`src/core/epw_pkg.sv`:
```
// Purpose: shared constants for the enhanced pwm and event trigger block
// Assumes: clk is the oscillator clock, four clocks form one instruction cycle
// Notes:   field positions index the 8-bit unit control byte; DB_CNT_HI indexes the dead band register
package epw_pkg;

  // timing
  localparam int unsigned CLK_MHZ        = 100;
  localparam int unsigned TOSC_PER_INSN  = 4;
  localparam int unsigned INSN_CYCLES    = TOSC_PER_INSN * 1;

  // unit control byte fields, and the top bit of the dead band count
  localparam int unsigned CTL_CFG_HI     = 7;
  localparam int unsigned CTL_CFG_LO     = 6;
  localparam int unsigned CTL_DLSB_HI    = 5;
  localparam int unsigned CTL_DLSB_LO    = 4;
  localparam int unsigned CTL_MODE_HI    = 3;
  localparam int unsigned CTL_MODE_LO    = 0;
  localparam int unsigned DB_CNT_HI      = 6;

  // mode field codes
  localparam logic [3:0]  MODE_CMP_SWIRQ = 4'ha;
  localparam logic [3:0]  MODE_CMP_TRIG  = 4'hb;
  localparam logic [1:0]  MODE_CMP_GRP   = 2'h2;
  localparam logic [1:0]  MODE_PWM_GRP   = 2'h3;

  // output configuration codes
  localparam logic [1:0]  CFG_SINGLE     = 2'h0;
  localparam logic [1:0]  CFG_FULL_FWD   = 2'h1;
  localparam logic [1:0]  CFG_HALF       = 2'h2;
  localparam logic [1:0]  CFG_FULL_REV   = 2'h3;

  // prescale select: 0 -> 1, 1 -> 4, 2/3 -> 16
  localparam logic [1:0]  PRE_SEL_1      = 2'h0;
  localparam logic [1:0]  PRE_SEL_4      = 2'h1;
  localparam logic [3:0]  PRE_MAX_1      = 4'h0;
  localparam logic [3:0]  PRE_MAX_4      = 4'h3;
  localparam logic [3:0]  PRE_MAX_16     = 4'hf;
  localparam logic [1:0]  Q_LAST         = 2'h3;

  // units that own a trigger; the second also starts the converter
  localparam int unsigned UNIT_TRIG_MAX  = 2;
  localparam int unsigned UNIT_TRIG_ADC  = 2;

  // reset values
  localparam logic [7:0]  RST_BYTE       = 8'h00;
  localparam logic [3:0]  RST_OUTS       = 4'h0;

  typedef enum logic [1:0] {
    EPW_IDLE,
    EPW_WAIT,
    EPW_RUN
  } epw_state_t;

endpackage : epw_pkg

```
`src/core/epw_top.sv`:
```
// Purpose: enhanced pwm unit with compare special event trigger
// Assumes: all inputs synchronous to clk; clk is the oscillator clock
// Notes:   bridge outputs and pulses are registered
//
// Overview of operation
// trigger code pulses on compare pair match
// trigger resets selected sixteen-bit timer
// second unit also starts enabled converter
// other units treat trigger as software interrupt
// second unit's timer reset sets no flag
// config bits 7:6, mode bits 3:0
// 00 single, 10 half, 01/11 full bridge
// settings buffered, loaded at period boundary
// dead band loads at duty or period
// pwm starts only after time base reset
// period match clears timer, sets output, loads duty; code leaves the output clear when duty is zero
// period is 4 Tosc (pr+1) prescale
// no postscaler in pwm frequency
// duty is low reg with bits 5:4
// duty copied to buffer at period match
// output cleared on ten-bit duty match
// duty beyond period never clears output
// half bridge: A modulated, B complement
// half bridge delays rising edge by count
// delay beyond duty keeps output inactive
// full bridge: fwd A,D; reverse C,B
// software picks active high or low
// polarity applied last on every output
`timescale 1ns/1ps
module epw_top #(
  parameter int unsigned UNIT_NUM = 1
) (
  input  wire logic        clk,
  input  wire logic        rst,
  input  wire logic [7:0]  unit_control_reg,
  input  wire logic [7:0]  duty_low_reg,
  input  wire logic [7:0]  pwm_period_reg,
  input  wire logic [7:0]  deadband_reg,
  input  wire logic [1:0]  prescale_sel,
  input  wire logic [15:0] compare_value_pair,
  input  wire logic [15:0] sixteen_bit_timer_a,
  input  wire logic [15:0] sixteen_bit_timer_b,
  input  wire logic        timer_b_selected,
  input  wire logic        adc_enabled,
  output logic             special_trigger,
  output logic             timer_a_reset,
  output logic             timer_b_reset,
  output logic             timer_flag_inhibit,
  output logic             adc_start,
  output logic             compare_irq,
  output logic [7:0]       pwm_time_base,
  output logic [7:0]       duty_buffer_reg,
  output logic             bridge_out_a,
  output logic             bridge_out_b,
  output logic             bridge_out_c,
  output logic             bridge_out_d
);

  // control byte fields
  logic [1:0] output_config_field;
  logic [3:0] unit_mode_field;
  logic [9:0] duty_value;
  logic       pwm_mode;

  assign output_config_field = unit_control_reg[epw_pkg::CTL_CFG_HI:epw_pkg::CTL_CFG_LO];
  assign unit_mode_field     = unit_control_reg[epw_pkg::CTL_MODE_HI:epw_pkg::CTL_MODE_LO];
  assign duty_value          = {duty_low_reg,
                                unit_control_reg[epw_pkg::CTL_DLSB_HI:epw_pkg::CTL_DLSB_LO]};
  assign pwm_mode            = (unit_mode_field[3:2] == epw_pkg::MODE_PWM_GRP);

  // compare and special event trigger
  logic match_prev_ff, nxt_match_prev;
  logic trig_ff, nxt_trig;
  logic rst_a_ff, nxt_rst_a;
  logic rst_b_ff, nxt_rst_b;
  logic inhib_ff, nxt_inhib;
  logic adc_ff, nxt_adc;
  logic irq_ff, nxt_irq;

  always_comb begin
    logic [15:0] sel_timer;
    logic        match;
    logic        hit;
    logic        has_trig;
    sel_timer = timer_b_selected ? sixteen_bit_timer_b : sixteen_bit_timer_a;
    match     = (unit_mode_field[3:2] == epw_pkg::MODE_CMP_GRP) && (sel_timer == compare_value_pair);
    hit       = match && !match_prev_ff;
    has_trig  = (UNIT_NUM >= 1) && (UNIT_NUM <= epw_pkg::UNIT_TRIG_MAX);
    nxt_match_prev = match;
    // trigger code raises the software interrupt compare on every unit, with or without a trigger
    nxt_irq   = hit && ((unit_mode_field == epw_pkg::MODE_CMP_SWIRQ) ||
                        (unit_mode_field == epw_pkg::MODE_CMP_TRIG));
    nxt_trig  = hit && has_trig && (unit_mode_field == epw_pkg::MODE_CMP_TRIG);
    nxt_rst_a = nxt_trig && !timer_b_selected;
    nxt_rst_b = nxt_trig && timer_b_selected;
    nxt_inhib = nxt_trig && (UNIT_NUM == epw_pkg::UNIT_TRIG_ADC);
    nxt_adc   = nxt_trig && (UNIT_NUM == epw_pkg::UNIT_TRIG_ADC) && adc_enabled;
  end

  always_ff @(posedge clk) begin
    if (rst) begin
      match_prev_ff <= 1'b0;
      trig_ff       <= 1'b0;
      rst_a_ff      <= 1'b0;
      rst_b_ff      <= 1'b0;
      inhib_ff      <= 1'b0;
      adc_ff        <= 1'b0;
      irq_ff        <= 1'b0;
    end else begin
      match_prev_ff <= nxt_match_prev;
      trig_ff       <= nxt_trig;
      rst_a_ff      <= nxt_rst_a;
      rst_b_ff      <= nxt_rst_b;
      inhib_ff      <= nxt_inhib;
      adc_ff        <= nxt_adc;
      irq_ff        <= nxt_irq;
    end
  end

  assign special_trigger    = trig_ff;
  assign timer_a_reset      = rst_a_ff;
  assign timer_b_reset      = rst_b_ff;
  assign timer_flag_inhibit = inhib_ff;
  assign adc_start          = adc_ff;
  assign compare_irq        = irq_ff;

  // time base: quarter count, prescaler, timer
  logic [1:0] q_ff, nxt_q;
  logic [3:0] pre_ff, nxt_pre;
  logic [7:0] tmr_ff, nxt_tmr;
  logic       insn_tick;
  logic       tmr_tick;
  logic       period_evt;
  logic [1:0] low2;

  always_comb begin
    logic [3:0] pre_max;
    pre_max = epw_pkg::PRE_MAX_16;
    case (prescale_sel)
      epw_pkg::PRE_SEL_1: pre_max = epw_pkg::PRE_MAX_1;
      epw_pkg::PRE_SEL_4: pre_max = epw_pkg::PRE_MAX_4;
      default:            pre_max = epw_pkg::PRE_MAX_16;
    endcase
    insn_tick  = (q_ff == epw_pkg::Q_LAST);
    tmr_tick   = insn_tick && (pre_ff >= pre_max);
    // no postscaler anywhere in the period path
    period_evt = tmr_tick && (tmr_ff == pwm_period_reg);
    nxt_q      = q_ff + 2'h1;
    nxt_pre    = pre_ff;
    nxt_tmr    = tmr_ff;
    if (insn_tick) begin
      nxt_pre = tmr_tick ? 4'h0 : pre_ff + 4'h1;
    end
    if (period_evt) begin
      nxt_tmr = 8'h00;
    end else if (tmr_tick) begin
      nxt_tmr = tmr_ff + 8'h01;
    end
    // sub-count bits of the count this edge produces, extending the timer to ten bits
    case (prescale_sel)
      epw_pkg::PRE_SEL_1: low2 = nxt_q;
      epw_pkg::PRE_SEL_4: low2 = nxt_pre[1:0];
      default:            low2 = nxt_pre[3:2];
    endcase
  end

  always_ff @(posedge clk) begin
    if (rst) begin
      q_ff   <= 2'h0;
      pre_ff <= 4'h0;
      tmr_ff <= epw_pkg::RST_BYTE;
    end else begin
      q_ff   <= nxt_q;
      pre_ff <= nxt_pre;
      tmr_ff <= nxt_tmr;
    end
  end

  assign pwm_time_base = tmr_ff;

  // pwm core: buffers, modulation, state
  epw_pkg::epw_state_t state_ff, nxt_state;
  logic [7:0] dbuf_ff, nxt_dbuf;
  logic [1:0] dlat_ff, nxt_dlat;
  logic [1:0] cfg_ff, nxt_cfg;
  logic [1:0] pol_ff, nxt_pol;
  logic [6:0] db_ff, nxt_db;
  logic       mod_ff, nxt_mod;
  logic       duty_match;

  always_comb begin
    // match on the coming count so the clear lands on the edge the count gets there,
    // as the set does at the period edge: high time is duty times prescale clocks
    duty_match = (state_ff == epw_pkg::EPW_RUN) &&
                 ({dbuf_ff, dlat_ff} == {nxt_tmr, low2});
    nxt_state  = state_ff;
    nxt_dbuf   = dbuf_ff;
    nxt_dlat   = dlat_ff;
    nxt_cfg    = cfg_ff;
    nxt_pol    = pol_ff;
    nxt_db     = db_ff;
    nxt_mod    = mod_ff;
    // duty buffer loads at every period match, any mode
    if (period_evt) begin
      nxt_dbuf = duty_value[9:2];
      nxt_dlat = duty_value[1:0];
    end
    // dead band takes whichever boundary comes first
    if (period_evt || duty_match) begin
      nxt_db = deadband_reg[epw_pkg::DB_CNT_HI:0];
    end
    case (state_ff)
      epw_pkg::EPW_IDLE: begin
        nxt_mod = 1'b0;
        if (pwm_mode) begin
          nxt_state = epw_pkg::EPW_WAIT;
        end
      end
      epw_pkg::EPW_WAIT: begin
        nxt_mod = 1'b0;
        if (!pwm_mode) begin
          nxt_state = epw_pkg::EPW_IDLE;
        end else if (period_evt) begin
          nxt_state = epw_pkg::EPW_RUN;
          nxt_cfg   = output_config_field;
          nxt_pol   = unit_mode_field[1:0];
          nxt_mod   = (duty_value != 10'h000);
        end
      end
      epw_pkg::EPW_RUN: begin
        if (!pwm_mode) begin
          nxt_state = epw_pkg::EPW_IDLE;
          nxt_mod   = 1'b0;
        end else if (period_evt) begin
          nxt_cfg = output_config_field;
          nxt_pol = unit_mode_field[1:0];
          nxt_mod = (duty_value != 10'h000);
        end else if (duty_match) begin
          nxt_mod = 1'b0;
        end
      end
      default: begin
        nxt_state = epw_pkg::EPW_IDLE;
        nxt_mod   = 1'b0;
      end
    endcase
  end

  always_ff @(posedge clk) begin
    if (rst) begin
      state_ff <= epw_pkg::EPW_IDLE;
      dbuf_ff  <= epw_pkg::RST_BYTE;
      dlat_ff  <= 2'h0;
      cfg_ff   <= epw_pkg::CFG_SINGLE;
      pol_ff   <= 2'h0;
      db_ff    <= 7'h00;
      mod_ff   <= 1'b0;
    end else begin
      state_ff <= nxt_state;
      dbuf_ff  <= nxt_dbuf;
      dlat_ff  <= nxt_dlat;
      cfg_ff   <= nxt_cfg;
      pol_ff   <= nxt_pol;
      db_ff    <= nxt_db;
      mod_ff   <= nxt_mod;
    end
  end

  assign duty_buffer_reg = dbuf_ff;

  // dead band and output stage
  // index 0 follows the modulated signal, index 1 its complement
  logic [6:0] dcnt_ff  [2];
  logic [6:0] nxt_dcnt [2];
  logic [1:0] half_act;
  logic [3:0] out_ff, nxt_out;

  always_comb begin
    logic [1:0] raw;
    logic       running;
    logic [3:0] act;
    act     = 4'h0; // order d c b a
    running = (state_ff == epw_pkg::EPW_RUN);
    raw[0]  = running && mod_ff;
    raw[1]  = running && !mod_ff;
    for (int i = 0; i < 2; i++) begin
      // count instruction cycles while the raw level stays active
      if (!raw[i] || (cfg_ff != epw_pkg::CFG_HALF)) begin
        nxt_dcnt[i] = 7'h00;
      end else if (insn_tick && (dcnt_ff[i] < db_ff)) begin
        nxt_dcnt[i] = dcnt_ff[i] + 7'h01;
      end else begin
        nxt_dcnt[i] = dcnt_ff[i];
      end
      // a delay longer than the active time never lets the edge through
      half_act[i] = raw[i] && (dcnt_ff[i] >= db_ff);
    end
    if (running) begin
      case (cfg_ff)
        epw_pkg::CFG_SINGLE:   act = {3'h0, mod_ff};
        epw_pkg::CFG_HALF:     act = {2'h0, half_act[1], half_act[0]};
        epw_pkg::CFG_FULL_FWD: act = {mod_ff, 2'h0, 1'b1};
        epw_pkg::CFG_FULL_REV: act = {1'b0, 1'b1, mod_ff, 1'b0};
        default:               act = 4'h0;
      endcase
    end
    // polarity last: pol[1] inverts a and c, pol[0] inverts b and d
    if (state_ff == epw_pkg::EPW_IDLE) begin
      nxt_out = epw_pkg::RST_OUTS;
    end else begin
      nxt_out = act ^ {pol_ff[0], pol_ff[1], pol_ff[0], pol_ff[1]};
    end
  end

  always_ff @(posedge clk) begin
    if (rst) begin
      dcnt_ff[0] <= 7'h00;
      dcnt_ff[1] <= 7'h00;
      out_ff     <= epw_pkg::RST_OUTS;
    end else begin
      dcnt_ff[0] <= nxt_dcnt[0];
      dcnt_ff[1] <= nxt_dcnt[1];
      out_ff     <= nxt_out;
    end
  end

  assign bridge_out_a = out_ff[0];
  assign bridge_out_b = out_ff[1];
  assign bridge_out_c = out_ff[2];
  assign bridge_out_d = out_ff[3];

endmodule : epw_top

```
`config.mk`:
```
export PLATFORM = sky130hd
export DESIGN_NAME = epw_top
export DESIGN_NICKNAME = d
export VERILOG_FILES = /design/src/core/epw_pkg.sv /design/src/core/epw_top.sv
export SDC_FILE = /design/constraint.sdc
export NUM_CORES = 1
export LEC_CHECK = 0
export BUFFER_PORTS_ARGS = -buffer_cell sky130_fd_sc_hd__buf_2
export CORE_MARGIN = 5
export CORE_UTILIZATION = 57
export DETAILED_ROUTE_END_ITERATION = 16
export PLACE_DENSITY = 0.86
export SLEW_MARGIN = 15
export SYNTH_ARGS = -nofsm -noshare
export SYNTH_HDL_FRONTEND = slang
export SYNTH_SLANG_ARGS = --single-unit
```
`constraint.sdc`:
```
create_clock -name clk -period 8.4 [get_ports clk]
set_input_delay 1.68 -clock clk [delete_from_list [all_inputs] [get_ports clk]]
set_output_delay 1.68 -clock clk [all_outputs]
set_load 0.02 [all_outputs]
```
; ---- Yosys cells after proc, flatten, opt, wreduce, memory -nomap -nowiden
; Memories as Yosys holds them, arrays and structs flattened.
; Index checks and enable logic that the tools add are counted.
[word_totals]
reg_bits = 47
elab_cells = 110
ramBits = 14
memories = 1
input_bits = 86
[memory_table]
columns = name, depth, width, rd, rd_ports_with_merged_regs, wr, line
row1 = dcnt_ff, 2, 7, 2, 0, 2, epw_top.sv:273  ; logic [6:0] dcnt_ff [2];
[op_classes]
magnitude_cmp = 5
n_bitwise = 3
muxes = 29
reduce_logical = 32
addsub = 5
eq_ne = 19
[op_table]
columns = operator, n
row1 = 7-bit 2-to-1 mux, 6
row2 = 16-bit == test, 1
row3 = 16-bit 2-to-1 mux, 1
row4 = 8-bit 2-to-1 mux, 2
row5 = 4-bit case mux with 4 select lines, 1
row6 = 1-bit logical AND, 15
row7 = "7-bit by 1-bit adder with 7-bit output, second input constant", 2
row8 = 7-bit >= comparator, 2
row9 = 7-bit less-than comparator, 2
row10 = "2-bit == test, second input constant", 6
row11 = 4-bit 2-to-1 mux, 3
row12 = 10-bit == test, 1
row13 = 10-bit nonzero test, 1
row14 = "8-bit by 1-bit adder with 8-bit output, second input constant", 1
row15 = "4-bit == test, second input constant", 2
row16 = 8-bit == test, 1
row17 = 1-bit 2-to-1 mux, 8
row18 = 2-bit 2-to-1 mux, 4
row19 = 4-bit case mux with 2 select lines, 1
row20 = "2-bit by 1-bit == test with 1-bit output, second input constant", 3
row21 = 2-bit logical NOT, 3
row22 = "2-bit inequality test, second input constant", 3
row23 = 2-bit case mux with 3 select lines, 1
row24 = 3-bit AND reduction, 2
row25 = other kinds (12), 21

; ---- Logic depth before layout (Yosys ltp)
; Gate-level depths: netlist (run 1).
[depth]
word_depth = 13
mapped_depth = 12
mapped_depth_nobuf = 12

; ---- Worst setup path after synthesis (run 1)
; OpenSTA, ideal clock, no wires.
[synth_timing]
kind = input port to flip-flop
from = input port prescale_sel[1]
to = register db_ff[0]
arrival_ps = 4243
required_time_ps = 8268
setup_ps = 132
path_stages = 12
path_slack_ps = 4025
n_path_buf = 1
cell_sequence = or2_2 ha_1 nand2b_4 a2111o_1 nand3_1 buf_2 nor4b_1 or3_1 a211oi_2 nand4b_1 nand3_1 a21oi_1
[synth_via]
elab_chain_len = 10
elab_cells_between_ends = 14
classes_between = 1 x order compare / 2 x eq/ne / 6 x mux / 5 x reduce/logical
[synth_lines]
columns = item, line
row1 = start: declaration, epw_top.sv:39  ; input wire logic [1:0] prescale_sel,
row2 = 2-bit by 1-bit == test with 1-bit output / 2-bit logical NOT (equally long branches), "epw_top.sv:139, epw_top.sv:160"
row3 = 4-bit case mux with 2 select lines, epw_top.sv:139  ; case (prescale_sel)
row4 = 4-bit >= comparator, epw_top.sv:145  ; tmr_tick = insn_tick && (pre_ff >= pre_max);
row5 = 1-bit logical AND, epw_top.sv:145
row6 = 4-bit 2-to-1 mux, epw_top.sv:152  ; nxt_pre = tmr_tick ? 4'h0 : pre_ff + 4'h1;
row7 = 4-bit 2-to-1 mux, epw_top.sv:151  ; if (insn_tick) begin
row8 = 2-bit case mux with 2 select lines, epw_top.sv:160  ; case (prescale_sel)
row9 = 10-bit == test, epw_top.sv:195  ; ({dbuf_ff, dlat_ff} == {nxt_tmr, low2});
row10 = 1-bit logical AND, epw_top.sv:194  ; duty_match = (state_ff == epw_pkg::EPW_RUN) &&
row11 = 1-bit logical OR *, epw_top.sv:209  ; if (period_evt || duty_match) begin
row12 = end signal: assignment, epw_top.sv:264  ; db_ff <= nxt_db;
row13 = end: declaration, epw_top.sv:187  ; logic [6:0] db_ff, nxt_db;
; Mark *: on every way between the ends. The rest lies on a longest branch, timed or not.
; A chain may end at the register's enable or synchronous reset.

; ---- Worst setup path after layout (run 1)
[layout_timing]
from = input port prescale_sel[1]
to = register db_ff[3]
; Same word-level chain as after synthesis.

==> out/metrics.cfg, run 1 <==
[outcome]
status=completed

[final_layout]
largest_reg_flops=14
regArea_mm2=0.00122
final_nets=697
layout.cells.non_filler=686
drive_above_1_share=0.236
final_util=0.700
nFillCells=566
multi_input_comb_area_mm2=0.00263
fin_area_mm2=0.00478
diodes=0
syn2layout_area_growth_pct=18.7

[die]
die_h_um=94.1
start_util=0.590
fp.dieW_um=94.1
core_mm2=0.00683
row_count=30
die-area_mm2=0.00885
io_pins=112

[sta]
setup_tns_ns=0
fin_ws_ns=3.66
whs_ns=0.445
period_share=0.565
finalMaxSlewViolations=0
max_freq_mhz=211
worst_slew_pin_slew_ns=0.929
finalHoldViolations=0
rsz0062_at_grt=false
fin_skew_ns=0.0167
relSlewSlack=0.375
setup_violations=0
period_minus_slack_ns=4.74

[synthesis]
synthCells=486
synth_ff_type=dfxtp_1
ys_seq_area_frac=0.303
synth_top_area_cell=dfxtp_1
synth_most_common_cell=dfxtp_1
synth_common_cells=dfxtp_1, nand2_1, nor2_1
synth_area_leaders=dfxtp_1, ha_1, mux2i_1, xnor2_1, nand2_1
syn_area_mm2=0.00403
ys_types=64
synth_seq_cells=61
yosys_warnings=0
yosys.area.top_type_share=0.303
synth_edf_count=0
synthArstFlopShare=0
syn-mean-instance-area_um2=8.29

[run]
maxCapViolCount=0

[placement]
gp_congestion=0.919
place_inst=670
io_buffers=107
hpwl_um=8260
dp_worst_setup_slack_ns=3.31
dpl-instance-area_mm2=0.00457

[setup_path]
crit_fanout=11
required_ns=8.59
cp_cell_sequence=buf_2, or2_2, ha_1, nand2b_4, a2111o_1, nand3_1, nor4b_1, or3_1, a211oi_2, nand4b_1, nand3_1, a21oi_1
start_kind=input port
reg2reg_from=q_ff[0]$_SDFF_PP0_
cpLargestDelayFamily=simple AND/OR/NAND/NOR gates
r2r-end=pol_ff[1]$_SDFFE_PP0P_
cpMostUsedCell=nand3_1
crit_type=in -> reg
cpPeakStageDelay_ns=0.50
reg2reg_slack_ns=4.85
slowest_stage=a2111o_1
cp.buffers_inverters=1
critPathCaptureType=register
rr_worst_depth=7
critPathArrivalTime_ns=4.94

[global_route]
antenna_found_initial=0
track_usage=0.252
grt_pass1_vias=3911
grt.busiest_layer=met2
grtUsageMet2=0.414
grt_use_met3=0.0513
met1_usage=0.314
overflow=0
grt_pass1_wl_um=17900
grt_max_degree=47

[clock_tree]
cts_setup_buffers=0
clock_latency_ns=0.34
cts.sink_count=61
clkTransAtPathRegs_ns=0.08
cts_root_buffer=clkbuf_8
cts.path.max_buffers=2
cts-buffers-inserted=9
hold_buffers=0
h-tree-depth=3
cts_resized=0
cts_tree=yes

[route]
vias_per_cell=5.88
drt_iter0_drc=253
vias=4031
ant_nets=0
wl_per_cell_um=15.9
firstDrtPassIters=5
drc=0
routed_wl_um=10900

[min_path]
worstHoldEndpoint=q_ff[0]$_SDFF_PP0_
hold_start=q_ff[0]$_SDFF_PP0_
holdPathStages=1
hold_class=reg -> reg

[power_and_ir_drop]
irDropWorstVdd_mv=0.0967
leakagePower_nw=1.94
p_per_area_mw_per_mm2=140
finalPower_mw=0.672

==> worst register-to-register path, cell delays in order (launching register included) <==
cell and delay (ns):
dfxtp_1 0.35, ha_1 0.57, inv_2 0.25, nor3_2 0.61, nand2_1 0.64, nor2_1 0.65, mux2i_1 0.27, nor2_1 0.06
==> metal layers <==
metal / vias to the layer above / wire length [um]
met1: 1842 / 4410
met5: - / 0
met3: 31 / 1050
met4: 0 / 312
met2: 223 / 5110
li1: 1935 / -
==> logic make-up after synthesis <==
logic type	Yosys count	synth area share
compound gates	90	0.147
xor+xnor	41	0.0947
fa+ha+maj	26	0.0807
buf+inv	37	0.0463
flops	61	0.303
mux	27	0.0677
other cells	1	0.000930
simple gates	203	0.260
==> final cells by class <==
cell class | count | area share
multi-input cells | 389 | 0.549
flip-flops and latches | 61 | 0.255
repair buffers | 108 | 0.113
clock buffers | 10 | 0.0267
well taps | 96 | 0.0251
clock inverters | 6 | 0.0180
inverters | 16 | 0.0126
==> cell usage in the layout (no fill, tap or decap), types with 5 or more instances in the layout <==
cell and instances:
ha_1 26, dfxtp_1 61, nor3_1 14, or4_1 6, nand4_1 12, nor4_1 10
xor2_1 11, nand2b_1 6, nand2_1 48, a21oi_1 34, or3_1 5, nand3_1 24
nor2b_1 9, mux2i_1 25, inv_1 15, o21a_1 6, clkbuf_8 9, xnor2_1 27
nor2_1 41, o21ai_0 19, and3_1 8, buf_2 107
==> power breakdown <==
part	leakage (nW)	switching, mW	internal, mW
Combinational	1.34	0.0461	0.0423
Clock	0.107	0.121	0.167
Sequential	0.492	0.00261	0.292
==> how the worst max path moves through the flow <==
stage | start | to | slack [ns] | depth (start not counted)
global placement | prescale_sel[1] | db_ff[1]$_SDFFE_PP0P_ | 3.38 | 12
CTS | prescale_sel[1] | db_ff[3]$_SDFFE_PP0P_ | 3.67 | 12
global route | prescale_sel[1] | db_ff[2]$_SDFFE_PP0P_ | 3.40 | 12
detailed placement | prescale_sel[1] | db_ff[3]$_SDFFE_PP0P_ | 3.31 | 12
finish | prescale_sel[1] | db_ff[3]$_SDFFE_PP0P_ | 3.66 | 12
floorplan | prescale_sel[1] | db_ff[0]$_SDFFE_PP0P_ | 4.02 | 12
No activity file was read; power rests on OpenSTA's default activity.
==> run 2, diff against run 1 <==
--- a/config.mk
+++ b/config.mk
@@ -7,9 +7,9 @@
 export LEC_CHECK = 0
 export BUFFER_PORTS_ARGS = -buffer_cell sky130_fd_sc_hd__buf_2
 export CORE_MARGIN = 5
-export CORE_UTILIZATION = 57
+export CORE_UTILIZATION = 53
 export DETAILED_ROUTE_END_ITERATION = 16
-export PLACE_DENSITY = 0.86
+export PLACE_DENSITY = 0.81
 export SLEW_MARGIN = 15
 export SYNTH_ARGS = -nofsm -noshare
 export SYNTH_HDL_FRONTEND = slang
==> constraint.sdc (replaced) <==
create_clock -name clk -period 4.7 [get_ports clk]
set_input_delay 0.94 -clock clk [delete_from_list [all_inputs] [get_ports clk]]
set_output_delay 0.94 -clock clk [all_outputs]
set_load 0.02 [all_outputs]
==> run 2 against run 1 <==
  * Clock skew is 0.0081 ns lower
  * Utilization down 5.0 points
  * Combinational power grew 79%
  * Sequential cell count stayed put
  * Hold slack improved by 0.017 ns
  * Register-to-register slack worse by 3.6 ns
  * Wire length down 3.8%
  * Count of clock-buffer cells in the layout increased by 3
  * Highest routed layer unchanged
==> out/metrics.cfg, run 2 (same netlist as run 1, synthesis figures left out) <==
[outcome]
status=completed

[setup_path]
critPathCaptureType=register
required_ns=4.89
cpPeakStageDelay_ns=0.49
crit_type=in -> reg
start_kind=input port
crit_fanout=11
cpMostUsedCell=nand3_1
critPathArrivalTime_ns=4.15
slowest_stage=a2111o_1
cp_cell_sequence=buf_2, or2_2, ha_1, nand2b_4, a2111o_1, nand3_1, o221ai_1, a2111oi_0, o2111a_1, nand4b_1, nand3_1, a21oi_1

[placement]
io_buffers=107
gp_congestion=0.916
hpwl_um=8120
dpl-instance-area_mm2=0.00457

[final_layout]
final_nets=697
layout_commonest_cell=buf_2
layout_common_cells=buf_2, dfxtp_1, nand2_1
diodes=0
fin_area_mm2=0.00477
drive_above_1_share=0.237
largest_reg_flops=14
nFillCells=643
syn2layout_area_growth_pct=18.4

[clock_tree]
cts.sink_count=61
clkTransAtPathRegs_ns=0.07
cts_root_buffer=clkbuf_8
cts-buffers-inserted=9
cts.path.max_buffers=2
cts_tree=yes
hold_buffers=0
clock_latency_ns=0.35
cts_setup_buffers=0
cts_resized=0
h-tree-depth=3

[sta]
max_freq_mhz=253
rsz0062_at_grt=false
period_share=0.842
period_minus_slack_ns=3.96
finalMaxSlewViolations=0
relSlewSlack=0.275
setup_tns_ns=0
worst_slew_pin_slew_ns=1.08
setup_violations=0
finalHoldViolations=0
fin_skew_ns=0.00858

[route]
vias_per_cell=5.77
routed_wl_um=10500
wl_per_cell_um=15.2
drc=0
firstDrtPassIters=5
ant_nets=0
drt_iter0_drc=218
vias=3973

[global_route]
overflow=0
grt_pass1_vias=3852
grt_pass1_wl_um=17300
track_usage=0.219
antenna_found_initial=0
grt_max_degree=47

[die]
core_mm2=0.00733
start_util=0.550
die-area_mm2=0.00945
row_count=31
io_pins=112
fp.dieW_um=97.2
die_h_um=97.2

[power_and_ir_drop]
irDropWorstVdd_mv=0.153
p_per_area_mw_per_mm2=240
leakagePower_nw=1.93

[min_path]
hold_class=reg -> reg

[run]
maxCapViolCount=0

## run 2: changes by cell type in the layout (fill, tap and decap cells not counted), sizes merged
cell    delta
bufinv     -2
clkbuf     +3
inv        -1
## run 2: area by class of cell
| class | instances | area, um2 | share of cell area |
|---|---|---|---|
| well taps | 99 | 124 | 0.0260 |
| repair buffers | 108 | 543 | 0.114 |
| clock buffers | 13 | 179 | 0.0375 |
| clock inverters | 3 | 17.5 | 0.00367 |
| multi-input cells | 389 | 2630 | 0.550 |
| inverters | 16 | 60.1 | 0.0126 |
| flip-flops and latches | 61 | 1220 | 0.256 |
## run 2: metrics by stage
stage / worst slack (ns) / power (mW) / util / hold slack (ns) / instances
detailed placement: 0.432 / 0.696 / 0.624 / 0.455 / 673
CTS: 0.773 / 1.15 / 0.651 / 0.464 / 689
finish: 0.742 / 1.14 / 0.651 / 0.462 / 689
global route: 0.531 / 1.19 / 0.651 / 0.482 / 689
floorplan: 1.06 / 0.638 / - / 0.417 / 487
global placement: 0.488 / 0.690 / 0.624 / 0.431 / 673
## run 2: where the power goes
part | switching (mW) | internal [mW] | leakage (nW)
Combinational | 0.0828 | 0.0757 | 1.34
Sequential | 0.00482 | 0.523 | 0.492
Clock | 0.210 | 0.247 | 0.101
## run 2: critical path, delay by kind of cell
| kind | cells | cell delay (ns) |
|---|---|---|
| compound gates | 5 | 1.47 |
| buf+inv | 1 | 0.12 |
| fa+ha+maj | 1 | 0.28 |
| simple gates | 5 | 1.33 |
## run 2: metal layers
metal	wire [um]	GRT usage
met5	0	0
met3	835	0.0488
met2	5080	0.372
met1	4240	0.260
met4	321	0.103
## run 2: worst paths after layout
kind / startpoint / endpoint / slack (ns) / depth (start not counted)
max: prescale_sel[1] / db_ff[1]$_SDFFE_PP0P_ / 0.74 / 12
min: q_ff[0]$_SDFF_PP0_ / q_ff[0]$_SDFF_PP0_ / 0.46 / 1
max reg2reg: q_ff[0]$_SDFF_PP0_ / db_ff[1]$_SDFFE_PP0P_ / 1.26 / 10
min reg2reg: q_ff[0]$_SDFF_PP0_ / q_ff[0]$_SDFF_PP0_ / 0.46 / 1
==> run 3, diff against run 2 <==
==> constraint.sdc (replaced) <==
create_clock -name clk -period 4 [get_ports clk]
set_input_delay 0.8 -clock clk [delete_from_list [all_inputs] [get_ports clk]]
set_output_delay 0.8 -clock clk [all_outputs]
set_load 0.02 [all_outputs]
==> run 3 against run 2 <==
  * Hold slack worse by 0.016 ns
  * Cell area is 1.2% higher
  * Die area stayed put
  * Count of clock-buffer cells in the layout is 2 lower
  * Non-clock buffer count is 6 higher
  * Register-to-register slack worse by 0.78 ns
  * Worst setup slack worse by 0.41 ns
  * Critical path type unchanged
==> out/metrics.cfg, run 3 (same netlist as run 1, synthesis figures left out) <==
[route]
wl_per_cell_um=15.4
vias=4030
drc=0
routed_wl_um=10700
firstDrtPassIters=5
ant_nets=0
vias_per_cell=5.80
drt_iter0_drc=229

[global_route]
grt_max_degree=47
antenna_found_initial=0
track_usage=0.223
grt_pass1_vias=3893
grt_pass1_wl_um=17600
overflow=0

[final_layout]
layout_commonest_cell=buf_2
diodes=0
final_util=0.659
largest_reg_flops=14
drive_above_1_share=0.245
final_nets=703
syn2layout_area_growth_pct=19.8
layout_common_cells=buf_2, dfxtp_1, nand2_1

[setup_path]
reg2reg_from=q_ff[0]$_SDFF_PP0_
cp.buffers_inverters=2
critPathCaptureType=register
cpLargestDelayFamily=simple AND/OR/NAND/NOR gates
cpPeakStageDelay_ns=0.44
crit_fanout=7
critPathArrivalTime_ns=3.86
slowest_stage=nor4_1
cpMostUsedCell=nand3_1
crit_type=in -> reg
r2r-end=db_ff[2]$_SDFFE_PP0P_
reg2reg_slack_ns=0.48
rr_worst_depth=10
cp_cell_sequence=buf_2, or2_2, ha_1, nand2b_4, a2111o_1, nand3_1, buf_4, nor4_1, o21a_1, o2111a_1, nand4b_1, nand3_1, a21oi_1
start_kind=input port
required_ns=4.19

[clock_tree]
cts_root_buffer=clkbuf_8
cts_tree=yes
cts_resized=0
hold_buffers=0
h-tree-depth=3
clkTransAtPathRegs_ns=0.07
clock_latency_ns=0.34
cts-buffers-inserted=9
cts.path.max_buffers=2
cts.sink_count=61
cts_setup_buffers=0

[sta]
rsz0062_at_grt=false
finalMaxSlewViolations=0
setup_violations=0
period_share=0.917
max_freq_mhz=273
setup_tns_ns=0
period_minus_slack_ns=3.67
relSlewSlack=0.249
worst_slew_pin_slew_ns=1.12
finalHoldViolations=0
fin_skew_ns=0.00909

[min_path]
hold_class=reg -> reg
holdPathStages=1
worstHoldEndpoint=q_ff[0]$_SDFF_PP0_
hold_start=q_ff[0]$_SDFF_PP0_

[die]
start_util=0.550
die_h_um=97.2
die-area_mm2=0.00945
io_pins=112
fp.dieW_um=97.2
core_mm2=0.00733
row_count=31

[run]
maxCapViolCount=0

[power_and_ir_drop]
leakagePower_nw=1.97
p_per_area_mw_per_mm2=286
irDropWorstVdd_mv=0.227
finalPower_mw=1.38

[placement]
hpwl_um=8380
io_buffers=107
gp_congestion=0.924

[outcome]
status=completed

[run 3: cell types whose count changed in the layout (fill, tap and decap cells not counted)]
cell / delta
clkinv_2: -1
clkbuf_8: -2
bufinv_16: +1
clkinvlp_4: +1
clkinv_4: +1
buf_4: +6
[run 3: power breakdown]
part	switching, mW	internal, mW	total [mW]	leakage (nW)
logic	0.0979	0.0912	0.189	1.37
registers	0.00557	0.614	0.619	0.492
clock network	0.254	0.322	0.575	0.102
[run 3: layout make-up]
| type | instances | area [um2] |
|---|---|---|
| multi-input cells | 389 | 2630 |
| flip-flops and latches | 61 | 1220 |
| clock inverters | 5 | 58.8 |
| inverters | 16 | 60.1 |
| fillers | 596 | 2500 |
| repair buffers | 114 | 588 |
| clock buffers | 11 | 151 |
| well taps | 99 | 124 |
[run 3: per-stage QoR]
step	hold slack [ns]	worst slack (ns)	instance area [um2]	instances
global placement	0.432	0.113	4620	679
detailed placement	0.434	0.0559	4620	679
CTS	0.450	0.387	4830	695
global route	0.460	0.239	4830	695
floorplan	0.417	0.505	4030	487
finish	0.446	0.332	4830	695
[run 3: how the worst max path moves through the flow]
stage,depth (start not counted),start,slack (ns),end
after floorplan,12,prescale_sel[1],0.50,db_ff[0]$_SDFFE_PP0P_
after global placement,12,prescale_sel[1],0.11,db_ff[1]$_SDFFE_PP0P_
after global routing,12,prescale_sel[1],0.24,db_ff[0]$_SDFFE_PP0P_
final,13,prescale_sel[1],0.33,db_ff[2]$_SDFFE_PP0P_
after detailed placement,12,prescale_sel[1],0.06,db_ff[4]$_SDFFE_PP0P_
after CTS,12,prescale_sel[1],0.39,db_ff[2]$_SDFFE_PP0P_
[run 3: layer usage]
metal / vias up / GRT usage / part of all wire
li1: 1950 / - / -
met1: 1884 / 0.257 / 0.40
met2: 169 / 0.389 / 0.48
met3: 27 / 0.0531 / 0.079
met4: 0 / 0.103 / 0.036
met5: - / 0 / 0
